===== config.mk =====
export PLATFORM = sky130hd
export DESIGN_NAME = lbhls_top
export DESIGN_NICKNAME = d
export VERILOG_FILES = /design/src/design/lbhls_pkg.sv /design/src/design/lbhls_top.sv /design/src/design/lbhls_sync.sv
export SDC_FILE = /design/constraint.sdc
export NUM_CORES = 1
export LEC_CHECK = 0
export ABC_AREA = 1
export BUFFER_PORTS_ARGS = -buffer_cell sky130_fd_sc_hd__buf_2
export CAP_MARGIN = 20
export CORE_MARGIN = 2
export CORE_UTILIZATION = 40
export DETAILED_ROUTE_END_ITERATION = 7
export SETUP_SLACK_MARGIN = 0.05
export SLEW_MARGIN = 20
export SYNTH_ARGS = -nofsm -noshare
export SYNTH_HDL_FRONTEND = slang
export SYNTH_SLANG_ARGS = --single-unit

===== constraint.sdc =====
create_clock -name clk_in -period 5.15 [get_ports clk_in]
set_input_delay 0.515 -clock clk_in [delete_from_list [all_inputs] [get_ports clk_in]]
set_output_delay 0.515 -clock clk_in [all_outputs]
set_load 0.005 [all_outputs]

===== src/design/lbhls_pkg.sv =====
// ****************************************************************
// local bus hold / lock / select constants and types
// ****************************************************************
package lbhls_pkg;

    localparam int          ADDR_W          = 20;
    localparam int          STAT_W          = 3;
    localparam int          SIZE_CODE_W     = 4;
    localparam int          KB_SHIFT        = 10;
    localparam logic [3:0]  SIZE_CODE_MAX   = 4'h8;
    localparam logic [2:0]  STATUS_PASSIVE  = 3'h7;
    localparam int          SYNC_STAGES     = 2;
    localparam int          PIN_SYNC_W      = 3;

    typedef enum logic [2:0]
    {
        LBHLS_IDLE = 3'b000,
        LBHLS_T1   = 3'b001,
        LBHLS_T2   = 3'b010,
        LBHLS_T3   = 3'b011,
        LBHLS_T4   = 3'b100,
        LBHLS_HOLD = 3'b101,
        LBHLS_BACK = 3'b110
    } lbhls_state_t;

    typedef struct packed
    {
        logic                valid;
        logic                prefetch;
        logic                is_mem;
        logic [STAT_W-1:0]   status_n;
        logic [ADDR_W-1:0]   addr;
    } lbhls_cyc_req_t;

    typedef struct packed
    {
        logic                   enhanced;
        logic [SIZE_CODE_W-1:0] upper_size;
        logic [SIZE_CODE_W-1:0] lower_size;
    } lbhls_cfg_t;

endpackage : lbhls_pkg


===== src/design/lbhls_top.sv =====
`timescale 1ns/1ps
`default_nettype none
// Operation
// - drive bus lock low when a lock prefix asks for it
// - lock starts at first data cycle after prefix, ends when instruction completes
// - no prefetch cycles while lock is asserted
// - lock floats during hold grant and during reset
// - three active-low status outputs encode the bus cycle started
// - raise hold ack and float bus and control outputs together
// - drop hold ack when hold request is seen low
// - drive bus again only when the next bus cycle is run
// - enhanced mode: drop hold ack when refresh pends under hold
// - upper select low for memory accesses in programmed upper block
// - upper select keeps driving during hold grant
// - lower select low for memory accesses in programmed lower block
// - sample both selects at reset release; both low enters float mode
// - float mode keeps every pin high impedance until next reset
module lbhls_top
    import lbhls_pkg::*;
(
    input  wire logic           clk_in,              // core clock, 25 MHz
    input  wire logic           reset_in,            // sync reset, high
    input  wire lbhls_cyc_req_t cyc_req_in,          // core bus cycle request
    input  wire logic           lock_prefix_in,      // lock prefix decoded, level
    input  wire logic           instr_done_in,       // instruction complete, pulse
    input  wire logic           refresh_pend_in,     // refresh pending, level
    input  wire lbhls_cfg_t     cfg_in,              // mode and region sizes
    input  wire logic           hold_req_in,         // hold request pin
    input  wire logic           upper_sel_pin_in,    // upper select pin level
    input  wire logic           lower_sel_pin_in,    // lower select pin level
    output var  logic           cyc_accept_out,      // request taken, pulse
    output var  logic           cyc_done_out,        // cycle finished, pulse
    output var  logic           bus_lock_n_out,      // lock pin value
    output var  logic           bus_lock_oe_n_out,   // lock pin enable, low drives
    output var  logic           cycle_status_bit0_n, // status bit 0 pin
    output var  logic           cycle_status_bit1_n, // status bit 1 pin
    output var  logic           cycle_status_bit2_n, // status bit 2 pin
    output var  logic           status_oe_n_out,     // status pins enable
    output var  logic [19:0]    ad_out,              // address/data bus value
    output var  logic           ad_oe_n_out,         // bus and control enable
    output var  logic           bus_grant_ack_out,   // hold acknowledge pin
    output var  logic           grant_ack_oe_n_out,  // hold ack enable
    output var  logic           upper_mem_select_n,  // upper select pin value
    output var  logic           upper_sel_oe_n_out,  // upper select enable
    output var  logic           lower_mem_select_n,  // lower select pin value
    output var  logic           lower_sel_oe_n_out,  // lower select enable
    output var  logic           all_pins_float_mode  // float test mode active
);

    // ****************************************************************
    // pin synchronisers
    // ****************************************************************
    logic [PIN_SYNC_W-1:0] pin_sync;

    lbhls_sync #(.WIDTH(PIN_SYNC_W)) u_sync
    (
        .clk_in   (clk_in),
        .reset_in (reset_in),
        .async_in ({hold_req_in, upper_sel_pin_in, lower_sel_pin_in}),
        .sync_out (pin_sync)
    );

    wire hold_req_s  = pin_sync[2];
    wire upper_pin_s = pin_sync[1];
    wire lower_pin_s = pin_sync[0];

    // ****************************************************************
    // region decode
    // ****************************************************************
    function automatic logic [ADDR_W:0] region_bytes(input logic [SIZE_CODE_W-1:0] code);
        logic [SIZE_CODE_W-1:0] c;
        c = (code > SIZE_CODE_MAX) ? SIZE_CODE_MAX : code;
        // shift in two steps: a four-bit sum of code and kilobyte shift would wrap
        region_bytes = ((ADDR_W+1)'(1) << KB_SHIFT) << c;
    endfunction : region_bytes

    function automatic logic upper_hit(input logic [ADDR_W-1:0] a,
                                       input logic [SIZE_CODE_W-1:0] code);
        logic [ADDR_W:0] base;
        base = ((ADDR_W+1)'(1) << ADDR_W) - region_bytes(code);
        upper_hit = ({1'b0, a} >= base);
    endfunction : upper_hit

    function automatic logic lower_hit(input logic [ADDR_W-1:0] a,
                                       input logic [SIZE_CODE_W-1:0] code);
        lower_hit = ({1'b0, a} < region_bytes(code));
    endfunction : lower_hit

    // ****************************************************************
    // state
    // ****************************************************************
    lbhls_state_t   state_r, state_nxt;
    lbhls_cyc_req_t cur_r;
    logic           lock_armed_r;
    logic           lock_act_r;
    logic           float_mode_r;
    logic           reset_d_r;
    logic           driven_r;

    wire release_rel = reset_d_r && !reset_in;
    // the capture edge may itself enter float mode, so nothing starts there
    wire float_hold  = float_mode_r || release_rel;
    // lock blocks prefetch; data cycles still run under lock
    wire req_ok      = cyc_req_in.valid && !(cyc_req_in.prefetch && lock_act_r);
    // hold only granted between cycles with lock idle
    wire hold_ok     = hold_req_s && !lock_act_r && !lock_armed_r;
    wire idle_like   = (state_r == LBHLS_IDLE) || (state_r == LBHLS_T4);
    wire start_cyc   = idle_like && !hold_ok && req_ok && !float_hold;
    wire grant_now   = idle_like && hold_ok && !float_hold;
    wire lock_start  = start_cyc && lock_armed_r && !cyc_req_in.prefetch;
    wire refresh_ask = cfg_in.enhanced && refresh_pend_in;

    always_comb
    begin
        state_nxt = state_r;
        case (state_r)
            LBHLS_IDLE,
            LBHLS_T4:
            begin
                if (grant_now)
                    state_nxt = LBHLS_HOLD;
                else if (start_cyc)
                    state_nxt = LBHLS_T1;
                else
                    state_nxt = LBHLS_IDLE;
            end
            LBHLS_T1:   state_nxt = LBHLS_T2;
            LBHLS_T2:   state_nxt = LBHLS_T3;
            LBHLS_T3:   state_nxt = LBHLS_T4;
            LBHLS_HOLD:
            begin
                if (!hold_req_s)
                    state_nxt = LBHLS_IDLE;
                else if (refresh_ask)
                    state_nxt = LBHLS_BACK;
            end
            LBHLS_BACK:
            begin
                // wait for master to let go before the refresh runs
                if (!hold_req_s)
                    state_nxt = LBHLS_IDLE;
            end
            default:    state_nxt = LBHLS_IDLE;
        endcase
    end

    always_ff @(posedge clk_in)
    begin
        if (reset_in)
            state_r <= LBHLS_IDLE;
        else
            state_r <= state_nxt;
    end

    // ****************************************************************
    // lock tracking
    // ****************************************************************
    always_ff @(posedge clk_in)
    begin
        if (reset_in)
        begin
            lock_armed_r <= 1'b0;
            lock_act_r   <= 1'b0;
        end
        else
        begin
            // a fresh prefix wins over the start that consumes the old one
            if (lock_prefix_in)
                lock_armed_r <= 1'b1;
            else if (lock_start)
                lock_armed_r <= 1'b0;
            if (lock_start)
                lock_act_r <= 1'b1;
            else if (instr_done_in && lock_act_r)
                lock_act_r <= 1'b0;
        end
    end

    // ****************************************************************
    // float test mode capture at reset release
    // ****************************************************************
    always_ff @(posedge clk_in)
    begin
        reset_d_r <= reset_in;
    end

    always_ff @(posedge clk_in)
    begin
        if (release_rel)
            float_mode_r <= !upper_pin_s && !lower_pin_s;
        else if (reset_in)
            float_mode_r <= 1'b0;
    end

    // ****************************************************************
    // current cycle and bus ownership
    // ****************************************************************
    always_ff @(posedge clk_in)
    begin
        if (reset_in)
            cur_r <= '0;
        else if (start_cyc)
            cur_r <= cyc_req_in;
    end

    // released bus stays floated until a cycle actually needs it
    always_ff @(posedge clk_in)
    begin
        if (reset_in || grant_now)
            driven_r <= 1'b0;
        else if (start_cyc)
            driven_r <= 1'b1;
    end

    // ****************************************************************
    // registered pin outputs
    // ****************************************************************
    wire in_cycle   = (state_nxt == LBHLS_T1) || (state_nxt == LBHLS_T2)
                   || (state_nxt == LBHLS_T3);
    wire nxt_start  = start_cyc;
    wire lbhls_drv  = (driven_r || nxt_start) && !grant_now && !float_mode_r
                   && !reset_in;
    wire [ADDR_W-1:0] nxt_addr = nxt_start ? cyc_req_in.addr : cur_r.addr;
    wire nxt_mem    = nxt_start ? cyc_req_in.is_mem : cur_r.is_mem;
    wire up_sel     = in_cycle && nxt_mem && upper_hit(nxt_addr, cfg_in.upper_size);
    wire lo_sel     = in_cycle && nxt_mem && lower_hit(nxt_addr, cfg_in.lower_size);
    wire ack_nxt    = (state_nxt == LBHLS_HOLD);
    wire lock_nxt   = lock_start || (lock_act_r && !(instr_done_in && !lock_start));
    wire sel_drive  = !reset_in && !float_mode_r;
    wire [STAT_W-1:0] stat_nxt = nxt_start ? cyc_req_in.status_n : STATUS_PASSIVE;

    // ****************************************************************
    // core handshake pulses
    // ****************************************************************
    always_ff @(posedge clk_in)
    begin
        cyc_accept_out      <= !reset_in && start_cyc;
        cyc_done_out        <= !reset_in && (state_r == LBHLS_T3);
    end

    // ****************************************************************
    // lock pin
    // ****************************************************************
    // lock shares the bus enable, so hold and reset float it alike
    always_ff @(posedge clk_in)
    begin
        bus_lock_n_out      <= !lock_nxt;
        bus_lock_oe_n_out   <= !lbhls_drv;
    end

    // ****************************************************************
    // cycle status pins
    // ****************************************************************
    // code stands for the first clock only, passive afterwards
    always_ff @(posedge clk_in)
    begin
        cycle_status_bit0_n <= stat_nxt[0];
        cycle_status_bit1_n <= stat_nxt[1];
        cycle_status_bit2_n <= stat_nxt[2];
        status_oe_n_out     <= !lbhls_drv;
    end

    // ****************************************************************
    // address/data bus
    // ****************************************************************
    always_ff @(posedge clk_in)
    begin
        ad_out              <= nxt_addr;
        ad_oe_n_out         <= !lbhls_drv;
    end

    // ****************************************************************
    // hold acknowledge pin
    // ****************************************************************
    always_ff @(posedge clk_in)
    begin
        bus_grant_ack_out   <= !reset_in && ack_nxt;
        grant_ack_oe_n_out  <= reset_in || float_mode_r;
    end

    // ****************************************************************
    // memory selects
    // ****************************************************************
    // selects ignore hold; only reset and float mode release them
    always_ff @(posedge clk_in)
    begin
        upper_mem_select_n  <= !up_sel;
        upper_sel_oe_n_out  <= !sel_drive;
        lower_mem_select_n  <= !lo_sel;
        lower_sel_oe_n_out  <= !sel_drive;
    end

    // ****************************************************************
    // float mode flag
    // ****************************************************************
    always_ff @(posedge clk_in)
    begin
        all_pins_float_mode <= !reset_in && float_mode_r;
    end

endmodule : lbhls_top
`default_nettype wire


===== src/design/lbhls_sync.sv =====
`timescale 1ns/1ps
`default_nettype none
// ****************************************************************
// two-stage synchroniser for pin inputs
// ****************************************************************
module lbhls_sync
#(
    parameter int WIDTH = 1
)
(
    input  wire logic             clk_in,     // core clock
    input  wire logic             reset_in,   // sync reset, high
    input  wire logic [WIDTH-1:0] async_in,   // raw pin levels
    output var  logic [WIDTH-1:0] sync_out    // synchronised levels
);

    logic [WIDTH-1:0] meta_r;

    // first stage feeds only the second
    always_ff @(posedge clk_in)
    begin
        meta_r   <= async_in;
        sync_out <= meta_r;
    end

endmodule : lbhls_sync
`default_nettype wire


==> impl_metrics.json <==
{
  "cp_cell_sequence": "buf_2 > o21ai_1 > nor2_2 > nand2_4 > inv_4 > or2_1 > o21ai_2 > inv_2 > ha_1 > o21ai_0 > nand2_1 > nand2_1 > nand2_1 > nand2_1 > nand2_1 > nand2_1 > nand2_1 > nand2_1 > nand2_1 > nand2_1 > nand2_1",
  "min_period_ns": 2.85,
  "final_cells": 507,
  "hold_class": "primary input to flop",
  "yosysUniqueCellTypes": 31,
  "crit_fanout": 32,
  "synth_warnings": 0,
  "cellPowerDensity_mw_per_mm2": 393,
  "fin_nets": 470,
  "clk_pin_slew_ns": 0.07,
  "fin_ws_ns": 2.30,
  "coreArea_mm2": 0.00679,
  "post-cts-setup-buffer-count": 0,
  "reg2reg_to": "lower_mem_select_n",
  "grt_pass1_wl_um": 9000,
  "n_antenna_cell": 0,
  "io_buffers": 78,
  "worstHoldStart": "lower_sel_pin_in",
  "yosysSeqAreaShare": 0.480,
  "r2r_cells": 20,
  "wl_per_cell_um": 11.2,
  "via_count": 2219,
  "worstSetupPathType": "primary input to flop",
  "ant_nets": 0,
  "cp_num_buf_inv": 3,
  "routed_wl_um": 5690,
  "holdWs_ns": 0.276,
  "path_delay_family": "simple AND/OR/NAND/NOR gates",
  "worstHoldEndpoint": "u_sync.meta_r[0]",
  "grt_overflow": 0,
  "crit_top_cell": "nand2_1",
  "routed_via_density": 4.38,
  "rrSetupSlack_ns": 2.51,
  "pin_count": 79,
  "slew_headroom": 0.606,
  "ctsResizeCount": 0,
  "place_congestion": 0.878,
  "antenna_found_initial": 0,
  "cap_violations": 0,
  "place_hpwl_um": 4280,
  "clock-sinks": 67,
  "cp.arrival_ns": 3.08,
  "syn_area_per_cell_um2": 8.58,
  "fmax_mhz": 351,
  "hold_violations": 0,
  "startpoint_type": "primary input",
  "fp.dieArea_mm2": 0.00772,
  "grt_pass1_vias": 1966,
  "placed_cells": 491,
  "setup-tns-final_ns": 0,
  "die_y_um": 87.9,
  "drv_slew": 0,
  "htreeDepth": 3,
  "hold_path_depth": 1,
  "area_growth_pct": 24.0,
  "die_x_um": 87.9,
  "ir_drop_uv": 141,
  "ctsHoldBuffers": 0,
  "tritoncts": "done",
  "rsz0062_at_grt": "no",
  "dr.pass1.iters": 4,
  "cts_buffer_depth": 2,
  "p_leak_nw": 1.81,
  "initialDrtViolationCount": 66,
  "worst_pin_slew_ns": 0.591,
  "critPathMaxStageDelay_ns": 0.47,
  "start_util": 0.414,
  "drc": 0,
  "clk_latency_ns": 0.34,
  "final.setup_skew_ns": 0.00807,
  "rows": 30,
  "synth-seq-cells": 67,
  "cts_made_buffers": 9,
  "setup_violations": 0,
  "grt_max_degree": 33,
  "ctsRootBufferMaster": "clkbuf_8",
  "dp_slack_ns": 1.92,
  "crit_slowest_cell": "buf_2",
  "netlist_area_mm2": 0.00282,
  "final_util": 0.514,
  "synthCells": 328,
  "end_kind": "flop",
  "grt_usage": 0.155,
  "cp_data_required_time_ns": 5.39,
  "rr_startpoint": "lock_act_r",
  "drive_above_1_share": 0.328,
  "outcome": "finished, final reports clean",
  "min_period_over_period": 0.553
}
[how the worst max path moves through the flow]
stage,start,end,slack (ns),depth (start not counted)
after floorplan,reset_in,lower_mem_select_n,2.77,21
after global placement,reset_in,lower_mem_select_n,1.97,21
after detailed placement,reset_in,lower_mem_select_n,1.92,21
after CTS,reset_in,lower_mem_select_n,2.28,21
after global routing,reset_in,lower_mem_select_n,2.00,21
final,reset_in,lower_mem_select_n,2.30,21
[layout by cell type, fill, tap and decap left out, types with 2 or more instances in the layout]
cell type	count
o21ai_1	6
buf_2	78
o211ai_1	5
ha_1	21
inv_2	18
bufinv_16	2
conb_1	3
nor4_1	3
o21bai_1	2
o21ai_2	18
inv_1	34
o21ai_0	4
nand2_1	39
nand4_1	3
nand3_1	4
nor2_1	41
dfxtp_1	66
a21oi_1	10
clkbuf_8	12
or2_1	24
nor2_2	2
nor3_1	6
[routing by layer]
layer,GRT usage,part of all wire
met3,0.0547,0.061
met1,0.217,0.49
met4,0.0643,0.017
met2,0.218,0.43
met5,0,0
[cell type report]
class / count / area, µm²
clock buffer: 13 / 169
clock inverter: 3 / 68.8
tap: 96 / 120
fill: 679 / 3300
timing repair buffer: 78 / 390
sequential: 67 / 1350
inverter: 53 / 201
multi-input combinational: 197 / 1190
[registers in the layout, summed over array words and instances, names as in the netlist, 3 cells and up]
signal	cells
cur_r	21
state_r	3
u_sync.meta_r	3
u_sync.sync_out	3
ad_out	20
[cell families (layout without fill, tap and decap cells)]
family / count (synthesis) / after routing / synth area share
and+or+nand+nor: 125 / 125 / 0.206
buffers and inverters: 65 / 147 / 0.0991
xor gates and xnor gates: 1 / 1 / 0.00311
other: 2 / 3 / 0.00267
adders and majority gates: 21 / 21 / 0.0933
AOI/OAI and AO/OA: 47 / 47 / 0.116
DFF: 67 / 67 / 0.480
[cells in the mapped netlist, drive strengths merged]
cell type	instances	area share
nor4	3	0.0067
o211ai	5	0.013
buf	8	0.022
nand2	40	0.056
dfxtp	66	0.47
edfxtp	1	0.011
o31ai	1	0.0027
nor2	43	0.059
clkbuf	4	0.0053
o21ai	28	0.074
o21bai	2	0.0053
conb	2	0.0027
ha	21	0.093
nor3	7	0.014
xnor2	1	0.0031
nand4	3	0.0067
inv	53	0.072
a21oi	11	0.021
or2	24	0.053
nand3	4	0.0071
nand3b	1	0.0027
[power by group]
part	total, mW	internal (mW)	switching [mW]
Combinational	0.273	0.116	0.158
Clock	0.506	0.313	0.192
Sequential	0.591	0.576	0.0150
Total	1.37	1.01	0.365
[worst register-to-register path, cell delays in order (launching register included)]
cell and delay (ns):
dfxtp_1 0.35, nor3_2 0.24, nor2_2 0.07, nand2_4 0.34, inv_4 0.18, or2_1 0.26, o21ai_2 0.07, inv_2 0.07
ha_1 0.29, o21ai_0 0.14, nand2_1 0.06, nand2_1 0.05, nand2_1 0.05, nand2_1 0.05, nand2_1 0.04, nand2_1 0.05
nand2_1 0.05, nand2_1 0.05, nand2_1 0.04, nand2_1 0.05, nand2_1 0.04
[per-stage QoR]
step / power, mW / cell area [µm²]
2_1_floorplan: 0.791 / 2820
3_3_place_gp: 0.874 / 3250
3_5_place_dp: 0.879 / 3250
4_1_cts: 1.39 / 3490
5_1_grt: 1.45 / 3490
6_report: 1.37 / 3490
Power figures use the tool's default switching activity.
